<file path="config.mk">
export PLATFORM = sky130hd
export DESIGN_NAME = jaedb_top
export DESIGN_NICKNAME = d
export VERILOG_FILES = /design/src/hw/jaedb_pkg.sv /design/src/hw/jaedb_top.sv
export VERILOG_INCLUDE_DIRS = /design/src /design/src/hw
export SDC_FILE = /design/constraint.sdc
export NUM_CORES = 1
export LEC_CHECK = 0
export ABC_AREA = 1
export BUFFER_PORTS_ARGS = -buffer_cell sky130_fd_sc_hd__buf_2
export CORE_AREA = 2 2 127 221
export CTS_BUF_LIST = sky130_fd_sc_hd__clkbuf_4 sky130_fd_sc_hd__clkbuf_8 sky130_fd_sc_hd__clkbuf_16
export CTS_CLUSTER_SIZE = 40
export DETAILED_ROUTE_END_ITERATION = 8
export DIE_AREA = 0 0 129 223
export GPL_TIMING_DRIVEN = 0
export PLACE_DENSITY = 0.79
export SYNTH_ARGS = -nofsm -noshare
export SYNTH_HDL_FRONTEND = slang
export SYNTH_SLANG_ARGS = --single-unit
</file>
<file path="constraint.sdc">
create_clock -name aclk -period 3.5 [get_ports aclk]
set_input_delay 0.175 -clock aclk [delete_from_list [all_inputs] [get_ports aclk]]
set_output_delay 0.175 -clock aclk [all_outputs]
set_load 0.05 [all_outputs]
</file>
<file path="src/hw/jaedb_map.svh">
// register offsets, field limits and timing constants of the jog and dc brake block
`ifndef JAEDB_MAP_SVH
`define JAEDB_MAP_SVH
`define JAEDB_OFS_FUNC_LO 8'h00
`define JAEDB_OFS_FUNC_HI 8'h04
`define JAEDB_OFS_CTRL 8'h08
`define JAEDB_OFS_JOG 8'h0c
`define JAEDB_OFS_FREQ 8'h10
`define JAEDB_OFS_BRAKE 8'h14
`define JAEDB_OFS_STATUS 8'h18
`define JAEDB_FN_JOG 8'h06
`define JAEDB_FN_BRAKE 8'h07
`define JAEDB_SRC_TERM 8'h01
`define JAEDB_JOG_LIMIT 16'h03e8
`define JAEDB_MODE_MAX 8'h05
`define JAEDB_MODE_LIVE 8'h03
`define JAEDB_DLY_MAX 8'h32
`define JAEDB_FORCE_MAX 8'h64
`define JAEDB_JOG_BRAKE_TENTHS 8'h05
`define JAEDB_CLK_NS 50
`define JAEDB_TENTH_NS 100000000
`define JAEDB_TENTH_CYCLES (`JAEDB_TENTH_NS / `JAEDB_CLK_NS)
`endif

</file>
<file path="src/hw/jaedb_pkg.sv">
// types of the jog and dc brake block
`default_nettype none
package jaedb_pkg;
    typedef enum logic [5:0] {
        ST_IDLE = 6'b000001,
        ST_RUN = 6'b000010,
        ST_JOG = 6'b000100,
        ST_RAMPDN = 6'b001000,
        ST_WAIT = 6'b010000,
        ST_BRAKE = 6'b100000
    } jaedb_state_type;
    typedef struct packed {
        logic en;
        logic [15:0] freq;
        logic dcb;
        logic [7:0] level;
        logic jog;
    } jaedb_motor_type;
    typedef struct packed {
        logic [7:0] sync1_term;
        logic [7:0] sync2_term;
        logic [1:0] sync1_run;
        logic [1:0] sync2_run;
        logic [31:0] func_lo;
        logic [31:0] func_hi;
        logic [7:0] src;
        logic kp_run;
        logic [15:0] jog_f;
        logic [7:0] jog_mode;
        logic [15:0] start_f;
        logic [15:0] run_f;
        logic [7:0] dly;
        logic [7:0] force_pct;
        jaedb_state_type st;
        jaedb_motor_type out;
        logic [31:0] cnt;
        logic [7:0] tenths;
        logic jog_brake;
        logic brake_prev;
        logic aw_ok;
        logic [7:0] awaddr;
        logic w_ok;
        logic [31:0] wdata;
        logic [3:0] wstrb;
        logic aw_rdy;
        logic w_rdy;
        logic ar_rdy;
        logic bvalid;
        logic [1:0] bresp;
        logic rvalid;
        logic [31:0] rdata;
        logic [1:0] rresp;
    } jaedb_regs_type;
endpackage
`default_nettype wire

</file>
<file path="src/hw/jaedb_top.sv">
// jog command and external dc brake terminal logic with an axi4-lite register slave
// How it works
// - terminal coded jog enters jog while on, if enabled; leaves when off
// - no jog when jog frequency below start frequency or zero
// - jog needs terminal run source and jog frequency above start and zero
// - jog mode writes above five are refused
// - terminal coded external brake applies dc injection braking while on
// - with brake input off no dc injection braking from it
// - braking delay accepts zero to five seconds in tenths
// - braking force accepts zero to one hundred percent, drives brake level
// - terminal run: brake input on applies dc braking
// - terminal run: brake release ramps output back to run frequency
// - keypad run: brake input on brakes; release leaves output off
// - braking waits the programmed delay after brake input turns on
// - during the delay output is off and the motor coasts
// - jog output capped at ten hertz and applied without ramp
// - modes 0-2 ignore jog while running, 3-5 accept; coast, ramp, brake
//
// Added by the designer: the AXI4-Lite slave port and the address map.
`timescale 1ns/1ps
`include "jaedb_map.svh"
`default_nettype none
module jaedb_top #(
    parameter int TENTH_CYCLES = `JAEDB_TENTH_CYCLES
) (
    input wire logic aclk,
    input wire logic aresetn,
    input wire logic [7:0] term_in,
    input wire logic forward_run_input,
    input wire logic reverse_run_input,
    output var jaedb_pkg::jaedb_motor_type motor_o,
    input wire logic [7:0] awaddr,
    input wire logic [2:0] awprot,
    input wire logic awvalid,
    output logic awready,
    input wire logic [31:0] wdata,
    input wire logic [3:0] wstrb,
    input wire logic wvalid,
    output logic wready,
    output logic [1:0] bresp,
    output logic bvalid,
    input wire logic bready,
    input wire logic [7:0] araddr,
    input wire logic [2:0] arprot,
    input wire logic arvalid,
    output logic arready,
    output logic [31:0] rdata,
    output logic [1:0] rresp,
    output logic rvalid,
    input wire logic rready
);
    jaedb_pkg::jaedb_regs_type s_q;
    jaedb_pkg::jaedb_regs_type s_d;
    logic [7:0] jog_map;
    logic [7:0] brake_map;
    logic jog_in;
    logic brake_in;
    logic run_cmd;
    logic term_src;
    logic jog_ok;
    logic live_mode;
    logic [1:0] stop_kind;
    logic brake_rise;
    logic tick;

    // terminals whose assigned function code equals fn
    function automatic logic [7:0] code_map(input logic [63:0] codes, input logic [7:0] fn);
        logic [7:0] m;
        m = 8'h00;
        for (int i = 0; i < 8; i++)
        begin
            m[i] = (codes[i*8 +: 8] == fn);
        end
        return m;
    endfunction

    // byte lane merge of a write
    function automatic logic [31:0] merge(input logic [31:0] old, input logic [31:0] nw,
        input logic [3:0] strb);
        logic [31:0] r;
        r = old;
        for (int i = 0; i < 4; i++)
        begin
            if (strb[i])
            begin
                r[i*8 +: 8] = nw[i*8 +: 8];
            end
        end
        return r;
    endfunction

    // one step of a frequency ramp toward target
    function automatic logic [15:0] ramp(input logic [15:0] cur, input logic [15:0] tgt);
        if (cur < tgt)
        begin
            return cur + 16'h0001;
        end
        else if (cur > tgt)
        begin
            return cur - 16'h0001;
        end
        return cur;
    endfunction

    always_comb
    begin
        logic [31:0] v;
        v = 32'h00000000;
        s_d = s_q;
        s_d.sync1_term = term_in;
        s_d.sync2_term = s_q.sync1_term;
        s_d.sync1_run = {reverse_run_input, forward_run_input};
        s_d.sync2_run = s_q.sync1_run;
        jog_map = code_map({s_q.func_hi, s_q.func_lo}, `JAEDB_FN_JOG);
        brake_map = code_map({s_q.func_hi, s_q.func_lo}, `JAEDB_FN_BRAKE);
        jog_in = |(s_q.sync2_term & jog_map);
        brake_in = |(s_q.sync2_term & brake_map);
        term_src = (s_q.src == `JAEDB_SRC_TERM);
        run_cmd = term_src ? |s_q.sync2_run : s_q.kp_run;
        jog_ok = term_src && (s_q.jog_f > s_q.start_f) && (s_q.jog_f != 16'h0000);
        live_mode = (s_q.jog_mode >= `JAEDB_MODE_LIVE);
        stop_kind = live_mode ? 2'(s_q.jog_mode - `JAEDB_MODE_LIVE) : s_q.jog_mode[1:0];
        brake_rise = brake_in && !s_q.brake_prev;
        s_d.brake_prev = brake_in;
        tick = (s_q.cnt >= 32'(TENTH_CYCLES - 1));
        s_d.cnt = tick ? 32'h00000000 : s_q.cnt + 32'h00000001;
        s_d.tenths = (tick && s_q.tenths != 8'hff) ? s_q.tenths + 8'h01 : s_q.tenths;
        s_d.out.jog = 1'b0;
        s_d.out.dcb = 1'b0;
        s_d.out.level = 8'h00;
        case (s_q.st)
            jaedb_pkg::ST_IDLE:
            begin
                s_d.out.en = 1'b0;
                s_d.out.freq = 16'h0000;
                if (run_cmd && jog_in && jog_ok)
                begin
                    s_d.st = jaedb_pkg::ST_JOG;
                end
                else if (run_cmd && !jog_in && !brake_in)
                begin
                    s_d.st = jaedb_pkg::ST_RUN;
                end
            end
            jaedb_pkg::ST_RUN:
            begin
                s_d.out.en = 1'b1;
                s_d.out.freq = ramp(s_q.out.freq, s_q.run_f);
                if (!run_cmd)
                begin
                    s_d.st = jaedb_pkg::ST_RAMPDN;
                end
                else if (jog_in && jog_ok && live_mode)
                begin
                    s_d.st = jaedb_pkg::ST_JOG;
                end
                else if (brake_rise)
                begin
                    s_d.st = jaedb_pkg::ST_WAIT;
                end
            end
            jaedb_pkg::ST_JOG:
            begin
                s_d.out.en = 1'b1;
                s_d.out.jog = 1'b1;
                s_d.out.freq = (s_q.jog_f > `JAEDB_JOG_LIMIT) ? `JAEDB_JOG_LIMIT : s_q.jog_f;
                if (!jog_in || !run_cmd)
                begin
                    s_d.out.jog = 1'b0;
                    if (stop_kind == 2'h0)
                    begin
                        s_d.st = jaedb_pkg::ST_IDLE;
                    end
                    else if (stop_kind == 2'h1)
                    begin
                        s_d.st = jaedb_pkg::ST_RAMPDN;
                    end
                    else
                    begin
                        s_d.st = jaedb_pkg::ST_WAIT;
                        s_d.jog_brake = 1'b1;
                    end
                end
            end
            jaedb_pkg::ST_RAMPDN:
            begin
                s_d.out.en = 1'b1;
                s_d.out.freq = ramp(s_q.out.freq, 16'h0000);
                if (brake_rise)
                begin
                    s_d.st = jaedb_pkg::ST_WAIT;
                end
                else if (run_cmd && !jog_in)
                begin
                    s_d.st = jaedb_pkg::ST_RUN;
                end
                else if (s_q.out.freq == 16'h0000)
                begin
                    s_d.st = jaedb_pkg::ST_IDLE;
                end
            end
            jaedb_pkg::ST_WAIT:
            begin
                s_d.out.en = 1'b0;
                s_d.out.freq = 16'h0000;
                if (s_q.tenths >= s_q.dly)
                begin
                    s_d.st = jaedb_pkg::ST_BRAKE;
                end
            end
            jaedb_pkg::ST_BRAKE:
            begin
                s_d.out.en = 1'b0;
                s_d.out.freq = 16'h0000;
                s_d.out.dcb = 1'b1;
                s_d.out.level = s_q.force_pct;
                if (s_q.jog_brake ? (s_q.tenths >= `JAEDB_JOG_BRAKE_TENTHS) : !brake_in)
                begin
                    s_d.out.dcb = 1'b0;
                    s_d.out.level = 8'h00;
                    s_d.jog_brake = 1'b0;
                    // keypad run dropped so the output stays off until run is given again
                    s_d.kp_run = term_src ? s_q.kp_run : 1'b0;
                    s_d.st = (!s_q.jog_brake && term_src && run_cmd) ?
                        jaedb_pkg::ST_RUN : jaedb_pkg::ST_IDLE;
                end
            end
            default:
            begin
                s_d.st = jaedb_pkg::ST_IDLE;
            end
        endcase
        if (s_d.st != s_q.st)
        begin
            s_d.cnt = 32'h00000000;
            s_d.tenths = 8'h00;
        end
        // write channel
        if (awvalid && s_q.aw_rdy)
        begin
            s_d.aw_ok = 1'b1;
            s_d.awaddr = awaddr;
        end
        if (wvalid && s_q.w_rdy)
        begin
            s_d.w_ok = 1'b1;
            s_d.wdata = wdata;
            s_d.wstrb = wstrb;
        end
        if (s_q.bvalid && bready)
        begin
            s_d.bvalid = 1'b0;
        end
        if (s_q.aw_ok && s_q.w_ok && !s_q.bvalid)
        begin
            s_d.aw_ok = 1'b0;
            s_d.w_ok = 1'b0;
            s_d.bvalid = 1'b1;
            s_d.bresp = 2'h0;
            if (s_q.awaddr[7:2] == `JAEDB_OFS_FUNC_LO >> 2)
            begin
                s_d.func_lo = merge(s_q.func_lo, s_q.wdata, s_q.wstrb);
            end
            else if (s_q.awaddr[7:2] == `JAEDB_OFS_FUNC_HI >> 2)
            begin
                s_d.func_hi = merge(s_q.func_hi, s_q.wdata, s_q.wstrb);
            end
            else if (s_q.awaddr[7:2] == `JAEDB_OFS_CTRL >> 2)
            begin
                v = merge({23'h000000, s_q.kp_run, s_q.src}, s_q.wdata, s_q.wstrb);
                s_d.src = v[7:0];
                s_d.kp_run = v[8];
            end
            else if (s_q.awaddr[7:2] == `JAEDB_OFS_JOG >> 2)
            begin
                v = merge({8'h00, s_q.jog_mode, s_q.jog_f}, s_q.wdata, s_q.wstrb);
                s_d.jog_f = v[15:0];
                if (v[23:16] <= `JAEDB_MODE_MAX)
                begin
                    s_d.jog_mode = v[23:16];
                end
            end
            else if (s_q.awaddr[7:2] == `JAEDB_OFS_FREQ >> 2)
            begin
                v = merge({s_q.run_f, s_q.start_f}, s_q.wdata, s_q.wstrb);
                s_d.start_f = v[15:0];
                s_d.run_f = v[31:16];
            end
            else if (s_q.awaddr[7:2] == `JAEDB_OFS_BRAKE >> 2)
            begin
                v = merge({16'h0000, s_q.force_pct, s_q.dly}, s_q.wdata, s_q.wstrb);
                if (v[7:0] <= `JAEDB_DLY_MAX)
                begin
                    s_d.dly = v[7:0];
                end
                if (v[15:8] <= `JAEDB_FORCE_MAX)
                begin
                    s_d.force_pct = v[15:8];
                end
            end
            else if (s_q.awaddr[7:2] != `JAEDB_OFS_STATUS >> 2)
            begin
                s_d.bresp = 2'h2;
            end
        end
        // read channel
        if (s_q.rvalid && rready)
        begin
            s_d.rvalid = 1'b0;
        end
        if (arvalid && s_q.ar_rdy)
        begin
            s_d.rvalid = 1'b1;
            s_d.rresp = 2'h0;
            if (araddr[7:2] == `JAEDB_OFS_FUNC_LO >> 2)
            begin
                s_d.rdata = s_q.func_lo;
            end
            else if (araddr[7:2] == `JAEDB_OFS_FUNC_HI >> 2)
            begin
                s_d.rdata = s_q.func_hi;
            end
            else if (araddr[7:2] == `JAEDB_OFS_CTRL >> 2)
            begin
                s_d.rdata = {23'h000000, s_q.kp_run, s_q.src};
            end
            else if (araddr[7:2] == `JAEDB_OFS_JOG >> 2)
            begin
                s_d.rdata = {8'h00, s_q.jog_mode, s_q.jog_f};
            end
            else if (araddr[7:2] == `JAEDB_OFS_FREQ >> 2)
            begin
                s_d.rdata = {s_q.run_f, s_q.start_f};
            end
            else if (araddr[7:2] == `JAEDB_OFS_BRAKE >> 2)
            begin
                s_d.rdata = {16'h0000, s_q.force_pct, s_q.dly};
            end
            else if (araddr[7:2] == `JAEDB_OFS_STATUS >> 2)
            begin
                s_d.rdata = {2'h0, s_q.st, s_q.out.jog, s_q.out.dcb, s_q.out.en, 5'h00,
                    s_q.out.freq};
            end
            else
            begin
                s_d.rdata = 32'h00000000;
                s_d.rresp = 2'h2;
            end
        end
        s_d.aw_rdy = !s_d.aw_ok && !s_d.bvalid;
        s_d.w_rdy = !s_d.w_ok && !s_d.bvalid;
        s_d.ar_rdy = !s_d.rvalid;
    end

    always_ff @(posedge aclk)
    begin
        if (!aresetn)
        begin
            s_q <= '0;
            s_q.st <= jaedb_pkg::ST_IDLE;
        end
        else
        begin
            s_q <= s_d;
        end
    end

    assign motor_o = s_q.out;
    assign awready = s_q.aw_rdy;
    assign wready = s_q.w_rdy;
    assign bvalid = s_q.bvalid;
    assign bresp = s_q.bresp;
    assign arready = s_q.ar_rdy;
    assign rvalid = s_q.rvalid;
    assign rdata = s_q.rdata;
    assign rresp = s_q.rresp;
endmodule
`default_nettype wire

</file>
* Word-level counts from Yosys, hierarchy flattened
Cells that the tools add are included.
** Word-level totals
- Bits in registers :: 327
- Word-level logic and storage cells :: 299
- Output and inout port bits :: 68
- Input port bits :: 75
** Operators by class
- Bitwise logic cells :: 9
- Equality and inequality tests :: 45
- $add $sub $neg :: 5
- Multiplexer cells :: 113
- Reductions and logical operators :: 68
- Magnitude comparators :: 13
** Operators with widths (number)
- two-way mux 8 bit :: 31
- two-way mux 73 bit :: 3
- two-way mux 32 bit :: 6
- two-way mux 16 bit :: 9
- equality test 8 x 3 -> 1 bit, second input constant :: 16
- two-way mux 6 bit :: 12
- two-way mux 72 bit :: 1
- one-hot mux 17 bit (4 select lines) :: 1
- two-way mux 30 bit :: 2
- two-way mux 48 bit :: 1
- two-way mux 37 bit :: 1
- equality test 6 x 3 -> 1 bit, second input constant :: 6
- one-hot mux 6 bit (6 select lines) :: 1
- two-way mux 35 bit :: 1
- adder 32 x 1 -> 32 bit, second input constant :: 1
- greater-or-equal comparator 32 x 21 -> 1 bit, second input constant :: 1
- greater-than comparator 16 bit :: 2
- two-way mux 2 bit :: 16
- equality test 6 x 2 -> 1 bit, second input constant :: 5
- AND reduction 7 bit :: 4
- two-way mux 24 bit :: 1
- two-way mux 1 bit :: 22
- logical AND 1 bit :: 21
- equality test 6 x 1 -> 1 bit, second input constant :: 3
- 47 further kinds :: 86

* Depth between registers and ports, before layout
- Word-level depth :: 17
- Mapped depth :: 22
- Mapped depth without buffers :: 21

* Worst setup path before layout
Ideal clock, no wire load.
- Path kind :: reg2reg
- Start :: register s_q[197] (netlist name)
- End :: register s_q[110] (netlist name)
- Setup slack :: 1.350 ns
- Required time :: 3.438 ns
- Cell stages (with the launch flop) :: 20
- Arrival :: 2.088 ns
- Library setup time :: 0.062 ns
- Path buffers :: 1
- Clock period less this slack :: 2.150 ns
- Cells stage by stage :: dfxtp_1 -> inv_1 -> ha_1 -> nand2_1 -> nor2_1 -> and2_1 -> nand2_1 -> nand3_2 -> a21oi_2 -> nand2_2 -> nand2_1 -> nand2_1 -> nor2_2 -> nand3_1 -> nand2_1 -> nand2_1 -> nor2_2 -> nand3_2 -> buf_6 -> nor2_2
** On the way
- Cells in the longest elaborated chain, start to end :: 10
- Elaborated cells on any way between the ends :: 12
- Classes of those cells :: 1 x order compare; 1 x eq/ne; 4 x mux; 6 x reduce/logical
** Ends and longest elaborated chain
- start, declared :: line jaedb_top.sv:52 : jaedb_pkg::jaedb_regs_type s_q;
- greater-than comparator 16 bit (*) :: line jaedb_top.sv:120 : jog_ok = term_src && (s_q.jog_f > s_q.start_f) && (s_q.jog_f != 16'h0000);
- logical AND 1 bit (*) (2 in a row) :: line jaedb_top.sv:120
- logical AND 1 bit (2 in a row) :: line jaedb_top.sv:153 : else if (jog_in && jog_ok && live_mode)
- two-way mux 6 bit :: line jaedb_top.sv:153
- two-way mux 6 bit :: line jaedb_top.sv:149 : if (!run_cmd)
- one-hot mux 6 bit (6 select lines) (*) :: line jaedb_top.sv:131 : case (s_q.st)
- inequality test 6 bit (*) :: line jaedb_top.sv:233 : if (s_d.st != s_q.st)
- OR reduction 3 bit (no line) (*)
Mark *: on every way between the ends. The rest lies on a longest branch, timed or not.
A chain may end at the register's enable or synchronous reset.

* Worst setup path in the final report
- Start :: register s_q[86] (netlist name)
- End :: register s_q[168] (netlist name)
** On the way
- Cells in the longest elaborated chain, start to end :: 3
** Ends and longest elaborated chain
- logical AND 1 bit (2 in a row) :: line jaedb_top.sv:254 : if (s_q.aw_ok && s_q.w_ok && !s_q.bvalid)
- AND reduction 8 bit (no line)
Every way passes these cells.

==> flow_summary.html <==
<table>
<tr><th>Metric</th><th>Value</th></tr>
<tr><th colspan="2">Clock network</th></tr>
<tr><td>Clock network latency to the later pin of the worst-skew pair</td><td>590 ps</td></tr>
<tr><td>Cts repair resizes</td><td>0</td></tr>
<tr><td>Clock tree from TritonCTS</td><td>built</td></tr>
<tr><td>Largest buffer count on any clock path</td><td>3</td></tr>
<tr><td>CTS sink cnt</td><td>approximately 320</td></tr>
<tr><td>CTS hold repair buffers</td><td>54</td></tr>
<tr><td>Setup bufs post-CTS</td><td>0</td></tr>
<tr><td>Num CTS Buffers</td><td>30</td></tr>
<tr><td>H-Tree Depth</td><td>1</td></tr>
<tr><td>CTS root buffer</td><td>sky130_fd_sc_hd__clkbuf_16</td></tr>
<tr><td>Reg clk slew, reported paths</td><td>70 ps</td></tr>
<tr><th colspan="2">Drt</th></tr>
<tr><td>Via-per-instance ratio</td><td>about 5.7</td></tr>
<tr><td>Violation count after the first detailed-routing iteration</td><td>1345</td></tr>
<tr><td>First-pass detailed-route iteration total</td><td>8</td></tr>
<tr><td>Remaining number of nets flagged by the antenna check after routing</td><td>0</td></tr>
<tr><td>Amount of wire on met3 after detailed routing</td><td>around 4100 µm</td></tr>
<tr><td>DRC violation count after routing</td><td>0</td></tr>
<tr><td>Post-route met1 wirelength</td><td>20300 µm</td></tr>
<tr><td>Highest routing layer actually used</td><td>met4</td></tr>
<tr><td>Average detailed-routed wire length per instance</td><td>20.4 µm</td></tr>
<tr><td>Via count of the routed design</td><td>16.0k</td></tr>
<tr><td>DR WL met2</td><td>27100 µm</td></tr>
<tr><td>Post-detailed-routing wire length</td><td>between 50000 and 60000 µm</td></tr>
<tr><th colspan="2">Yosys</th></tr>
<tr><td>Number of distinct library cells after synthesis</td><td>54</td></tr>
<tr><td>Synthesized flop and latch total</td><td>323</td></tr>
<tr><td>Cell types with the largest area share after synthesis</td><td>sky130_fd_sc_hd__dfxtp_1 40%, sky130_fd_sc_hd__o21ai_0 8.5%, sky130_fd_sc_hd__a21oi_1 8.3%</td></tr>
<tr><td>Number of synthesized flops with an enable pin</td><td>0</td></tr>
<tr><td>Fraction of registers with async set/reset</td><td>0%</td></tr>
<tr><td>Cell count after synthesis</td><td>between 2k and 2.5k</td></tr>
<tr><td>Most common cell in the synthesized netlist</td><td>sky130_fd_sc_hd__dfxtp_1</td></tr>
<tr><td>Post-synthesis sequential area ratio</td><td>40.4%</td></tr>
<tr><td>Share of the synthesized area in the top cell type</td><td>40.4%</td></tr>
<tr><td>Library cell with the largest summed area after synthesis</td><td>sky130_fd_sc_hd__dfxtp_1</td></tr>
<tr><td>Mean area per synthesized cell</td><td>7.30 µm²</td></tr>
<tr><td>Ys flop type</td><td>sky130_fd_sc_hd__dfxtp_1</td></tr>
<tr><td>Yosys warnings</td><td>0</td></tr>
<tr><td>Commonest cells post-synth</td><td>323 x sky130_fd_sc_hd__dfxtp_1, 287 x sky130_fd_sc_hd__inv_1, 270 x sky130_fd_sc_hd__o21ai_0, 266 x sky130_fd_sc_hd__nand2_1, 265 x sky130_fd_sc_hd__a21oi_1</td></tr>
<tr><td>Synthesized cell area</td><td>0.0160 mm²</td></tr>
<tr><th colspan="2">Pwr</th></tr>
<tr><td>Total power divided by cell area</td><td>418 mW/mm²</td></tr>
<tr><td>Clk network pwr share</td><td>43.2%</td></tr>
<tr><td>Max IR drop VDD</td><td>a little over 500 µV</td></tr>
<tr><td>Switching Power</td><td>1.99 mW</td></tr>
<tr><td>Post-route total power</td><td>7.81 mW</td></tr>
<tr><td>Internal power contribution</td><td>5.82 mW</td></tr>
<tr><td>Switching fraction of total power</td><td>around 26%</td></tr>
<tr><td>Combinational Power Share</td><td>around 8%</td></tr>
<tr><td>Register share of total power</td><td>between 40% and 50%</td></tr>
<tr><td>Leakage power of the design</td><td>8.14 nW</td></tr>
<tr><th colspan="2">Finish</th></tr>
<tr><td>Util after Layout</td><td>between 60% and 70%</td></tr>
<tr><td>Layout Area Growth over Synthesis</td><td>16.8%</td></tr>
<tr><td>Layout cells sized above 1</td><td>approximately 14%</td></tr>
<tr><td>Final net count</td><td>2539</td></tr>
<tr><td>Filler cell count in the final layout</td><td>about 2.3k</td></tr>
<tr><td>Final standard cell area without fillers</td><td>0.0187 mm²</td></tr>
<tr><td>Final Instance Count excl. Fillers</td><td>2806</td></tr>
<tr><td># diodes</td><td>0</td></tr>
<tr><th colspan="2">Die</th></tr>
<tr><td>Die extent in x</td><td>129 µm</td></tr>
<tr><td>Die boundary height</td><td>223 µm</td></tr>
<tr><td>Effective utilization at floorplan</td><td>approximately 59%</td></tr>
<tr><td>Top-level port count</td><td>143</td></tr>
<tr><td>Std-Cell Rows</td><td>80</td></tr>
<tr><td>DIE AREA</td><td>0.0288 mm²</td></tr>
<tr><td>Core region area</td><td>0.0271 mm²</td></tr>
<tr><th colspan="2">Placed design</th></tr>
<tr><td>Port Buffers</td><td>129</td></tr>
<tr><td>Worst setup slack before clock tree synthesis</td><td>573 ps</td></tr>
<tr><td>Area post-placement</td><td>0.0171 mm²</td></tr>
<tr><td>Placed Cells</td><td>between 2k and 3k</td></tr>
<tr><td>Sum of net half-perimeters after detailed placement</td><td>44100 µm</td></tr>
<tr><td>Final Wtd Congestion</td><td>~1</td></tr>
<tr><th colspan="2">Worst setup path</th></tr>
<tr><td>Critical path type</td><td>flip-flop to flip-flop</td></tr>
<tr><td>Biggest fanout along the worst timing path</td><td>10</td></tr>
<tr><td>Kind of capture point of the worst setup path</td><td>flip-flop</td></tr>
<tr><td>Worst Path Required</td><td>3960 ps</td></tr>
<tr><td>Category of the worst setup path launch point</td><td>flip-flop</td></tr>
<tr><td>Origin of the critical flop-to-flop path</td><td>s_q[86]</td></tr>
<tr><td>Worst setup path startpoint</td><td>s_q[86]</td></tr>
<tr><td>Worst path arrival time</td><td>3590 ps</td></tr>
<tr><th colspan="2">GRT</th></tr>
<tr><td>Wire length of the first global-routing pass</td><td>86400 µm</td></tr>
<tr><td>Via count of the first global-routing pass</td><td>15.7k</td></tr>
<tr><td>Number of antenna violations at the first check in global routing</td><td>0</td></tr>
<tr><td>GR Util All Layers</td><td>39.5%</td></tr>
<tr><td>Grt total ovfl</td><td>0</td></tr>
<tr><td>Largest net degree at the start of global routing</td><td>16</td></tr>
<tr><th colspan="2">STA</th></tr>
<tr><td>Worst slew pin tran</td><td>between 1000 and 1500 ps</td></tr>
<tr><td>Final Cycle Share</td><td>89.3%</td></tr>
<tr><td>Unrepaired setup endpoints after global routing</td><td>no</td></tr>
<tr><td>Time the worst path needs with I/O delays and setup</td><td>3130 ps</td></tr>
<tr><td>Final sum of negative setup slack</td><td>0 ps</td></tr>
<tr><td>Final worst setup slack</td><td>373 ps</td></tr>
<tr><td>Number of slew-limit violations in the final report</td><td>0</td></tr>
<tr><td>Max Fclk</td><td>0.320 GHz</td></tr>
<tr><td>Relative slew slack</td><td>between 30% and 40%</td></tr>
<tr><td>Setup violation total in the final timing report</td><td>0</td></tr>
<tr><td>Final hold violation count</td><td>0</td></tr>
<tr><td>Worst hold slack</td><td>84.8 ps</td></tr>
<tr><td>Max Clock Skew</td><td>18.0 ps</td></tr>
<tr><th colspan="2">Worst hold path</th></tr>
<tr><td>Worst hold-check path type</td><td>input pin to flip-flop</td></tr>
<tr><td>Worst hold path startpoint</td><td>awvalid</td></tr>
<tr><th colspan="2">Outcome</th></tr>
<tr><td>Status</td><td>completed</td></tr>
<tr><th colspan="2">Run</th></tr>
<tr><td>Number of max-cap violations</td><td>0</td></tr>
</table>
layout by cell type (no fill, tap or decap), types with 4 or more instances in the layout:
master,count
sky130_fd_sc_hd__clkinv_1,4
sky130_fd_sc_hd__nor2_1,213
sky130_fd_sc_hd__xor2_1,44
sky130_fd_sc_hd__nor4_1,13
sky130_fd_sc_hd__nand2_1,266
sky130_fd_sc_hd__dlygate4sd3_1,54
sky130_fd_sc_hd__clkinvlp_4,5
sky130_fd_sc_hd__buf_4,63
sky130_fd_sc_hd__nand4_1,20
sky130_fd_sc_hd__a21oi_1,265
sky130_fd_sc_hd__clkbuf_1,80
sky130_fd_sc_hd__nor3_2,10
sky130_fd_sc_hd__nand3_2,7
sky130_fd_sc_hd__o22ai_1,25
sky130_fd_sc_hd__o221ai_1,27
sky130_fd_sc_hd__o211ai_1,13
sky130_fd_sc_hd__nor2_4,4
sky130_fd_sc_hd__xnor2_1,8
sky130_fd_sc_hd__inv_2,13
sky130_fd_sc_hd__o21ai_1,5
sky130_fd_sc_hd__nor2_2,34
sky130_fd_sc_hd__a221oi_1,5
sky130_fd_sc_hd__nand2_2,7
sky130_fd_sc_hd__clkinv_2,6
sky130_fd_sc_hd__nor3_1,18
sky130_fd_sc_hd__a31oi_1,5
sky130_fd_sc_hd__clkbuf_16,30
sky130_fd_sc_hd__o21ai_0,270
sky130_fd_sc_hd__conb_1,13
sky130_fd_sc_hd__dfxtp_1,323
sky130_fd_sc_hd__ha_1,47
sky130_fd_sc_hd__buf_2,135
sky130_fd_sc_hd__inv_1,287
sky130_fd_sc_hd__nand3_1,70
logic make-up (layout without fill, tap and decap cells):
logic type / count (synthesis) / in the layout / synth area share [%]
flops: 323 / 323 / 40.4
xor+xnor: 52 / 52 / 2.85
buf+inv: 457 / 692 / 12.4
compound gates: 637 / 637 / 21.6
other cells: 1 / 13 / 0.0234
simple gates: 673 / 673 / 19.1
fa+ha+maj: 47 / 47 / 3.68
power by group through the flow:
| stage | logic (mW) | clock network [mW] | registers (mW) |
|---|---|---|---|
| 6_report | 0.627 | 3.38 | 3.81 |
| 5_1_grt | 0.668 | 3.53 | 3.81 |
| 4_1_cts | 0.605 | 3.39 | 3.80 |
| 3_5_place_dp | 0.555 | 0 | 3.89 |
| 3_3_place_gp | 0.546 | 0 | 3.88 |
| 2_1_floorplan | 0.331 | 0 | 3.88 |
layer usage:
metal	GRT usage, %	up-vias
li1	-	7630
met1	43.2	7404
met2	65.9	758
met3	5.88	215
met4	33.3	0
met5	0	-
registers in the layout, summed over array words and instances, names as in the netlist, 10 cells and up:
register	count
s_q	247
rdata	32
s_d	10
motor_o	27
final timing paths:
kind / cells past startpoint / slack (ps) / end
worst min register to register: 2 / 410 / s_q[315]
worst min-delay path: 3 / 80 / s_q[80]
worst max-delay path: 8 / 370 / s_q[168]
worst max register to register: 8 / 370 / s_q[168]
worst max-delay path: stages, from the launching register on:
cell,delay (ps)
sky130_fd_sc_hd__dfxtp_1,370
sky130_fd_sc_hd__nand3_1,480
sky130_fd_sc_hd__inv_1,550
sky130_fd_sc_hd__nand2_1,200
sky130_fd_sc_hd__nor4_1,630
sky130_fd_sc_hd__nand2_1,220
sky130_fd_sc_hd__clkbuf_1,260
sky130_fd_sc_hd__o21ai_0,220
sky130_fd_sc_hd__a21oi_1,60
final cells by class:
type                       instances  area [µm²]  area share, %
multi-input combinational       1422        7590           40.6
sequential                       323        6470           34.6
timing repair buffer             183        1190           6.35
inverter                         304        1140           6.11
buffer                           153         841           4.50
clock buffer                      36         815           4.36
tap                              369         462           2.47
clock inverter                    16         183          0.978
No activity file was read; power rests on OpenSTA's default activity.
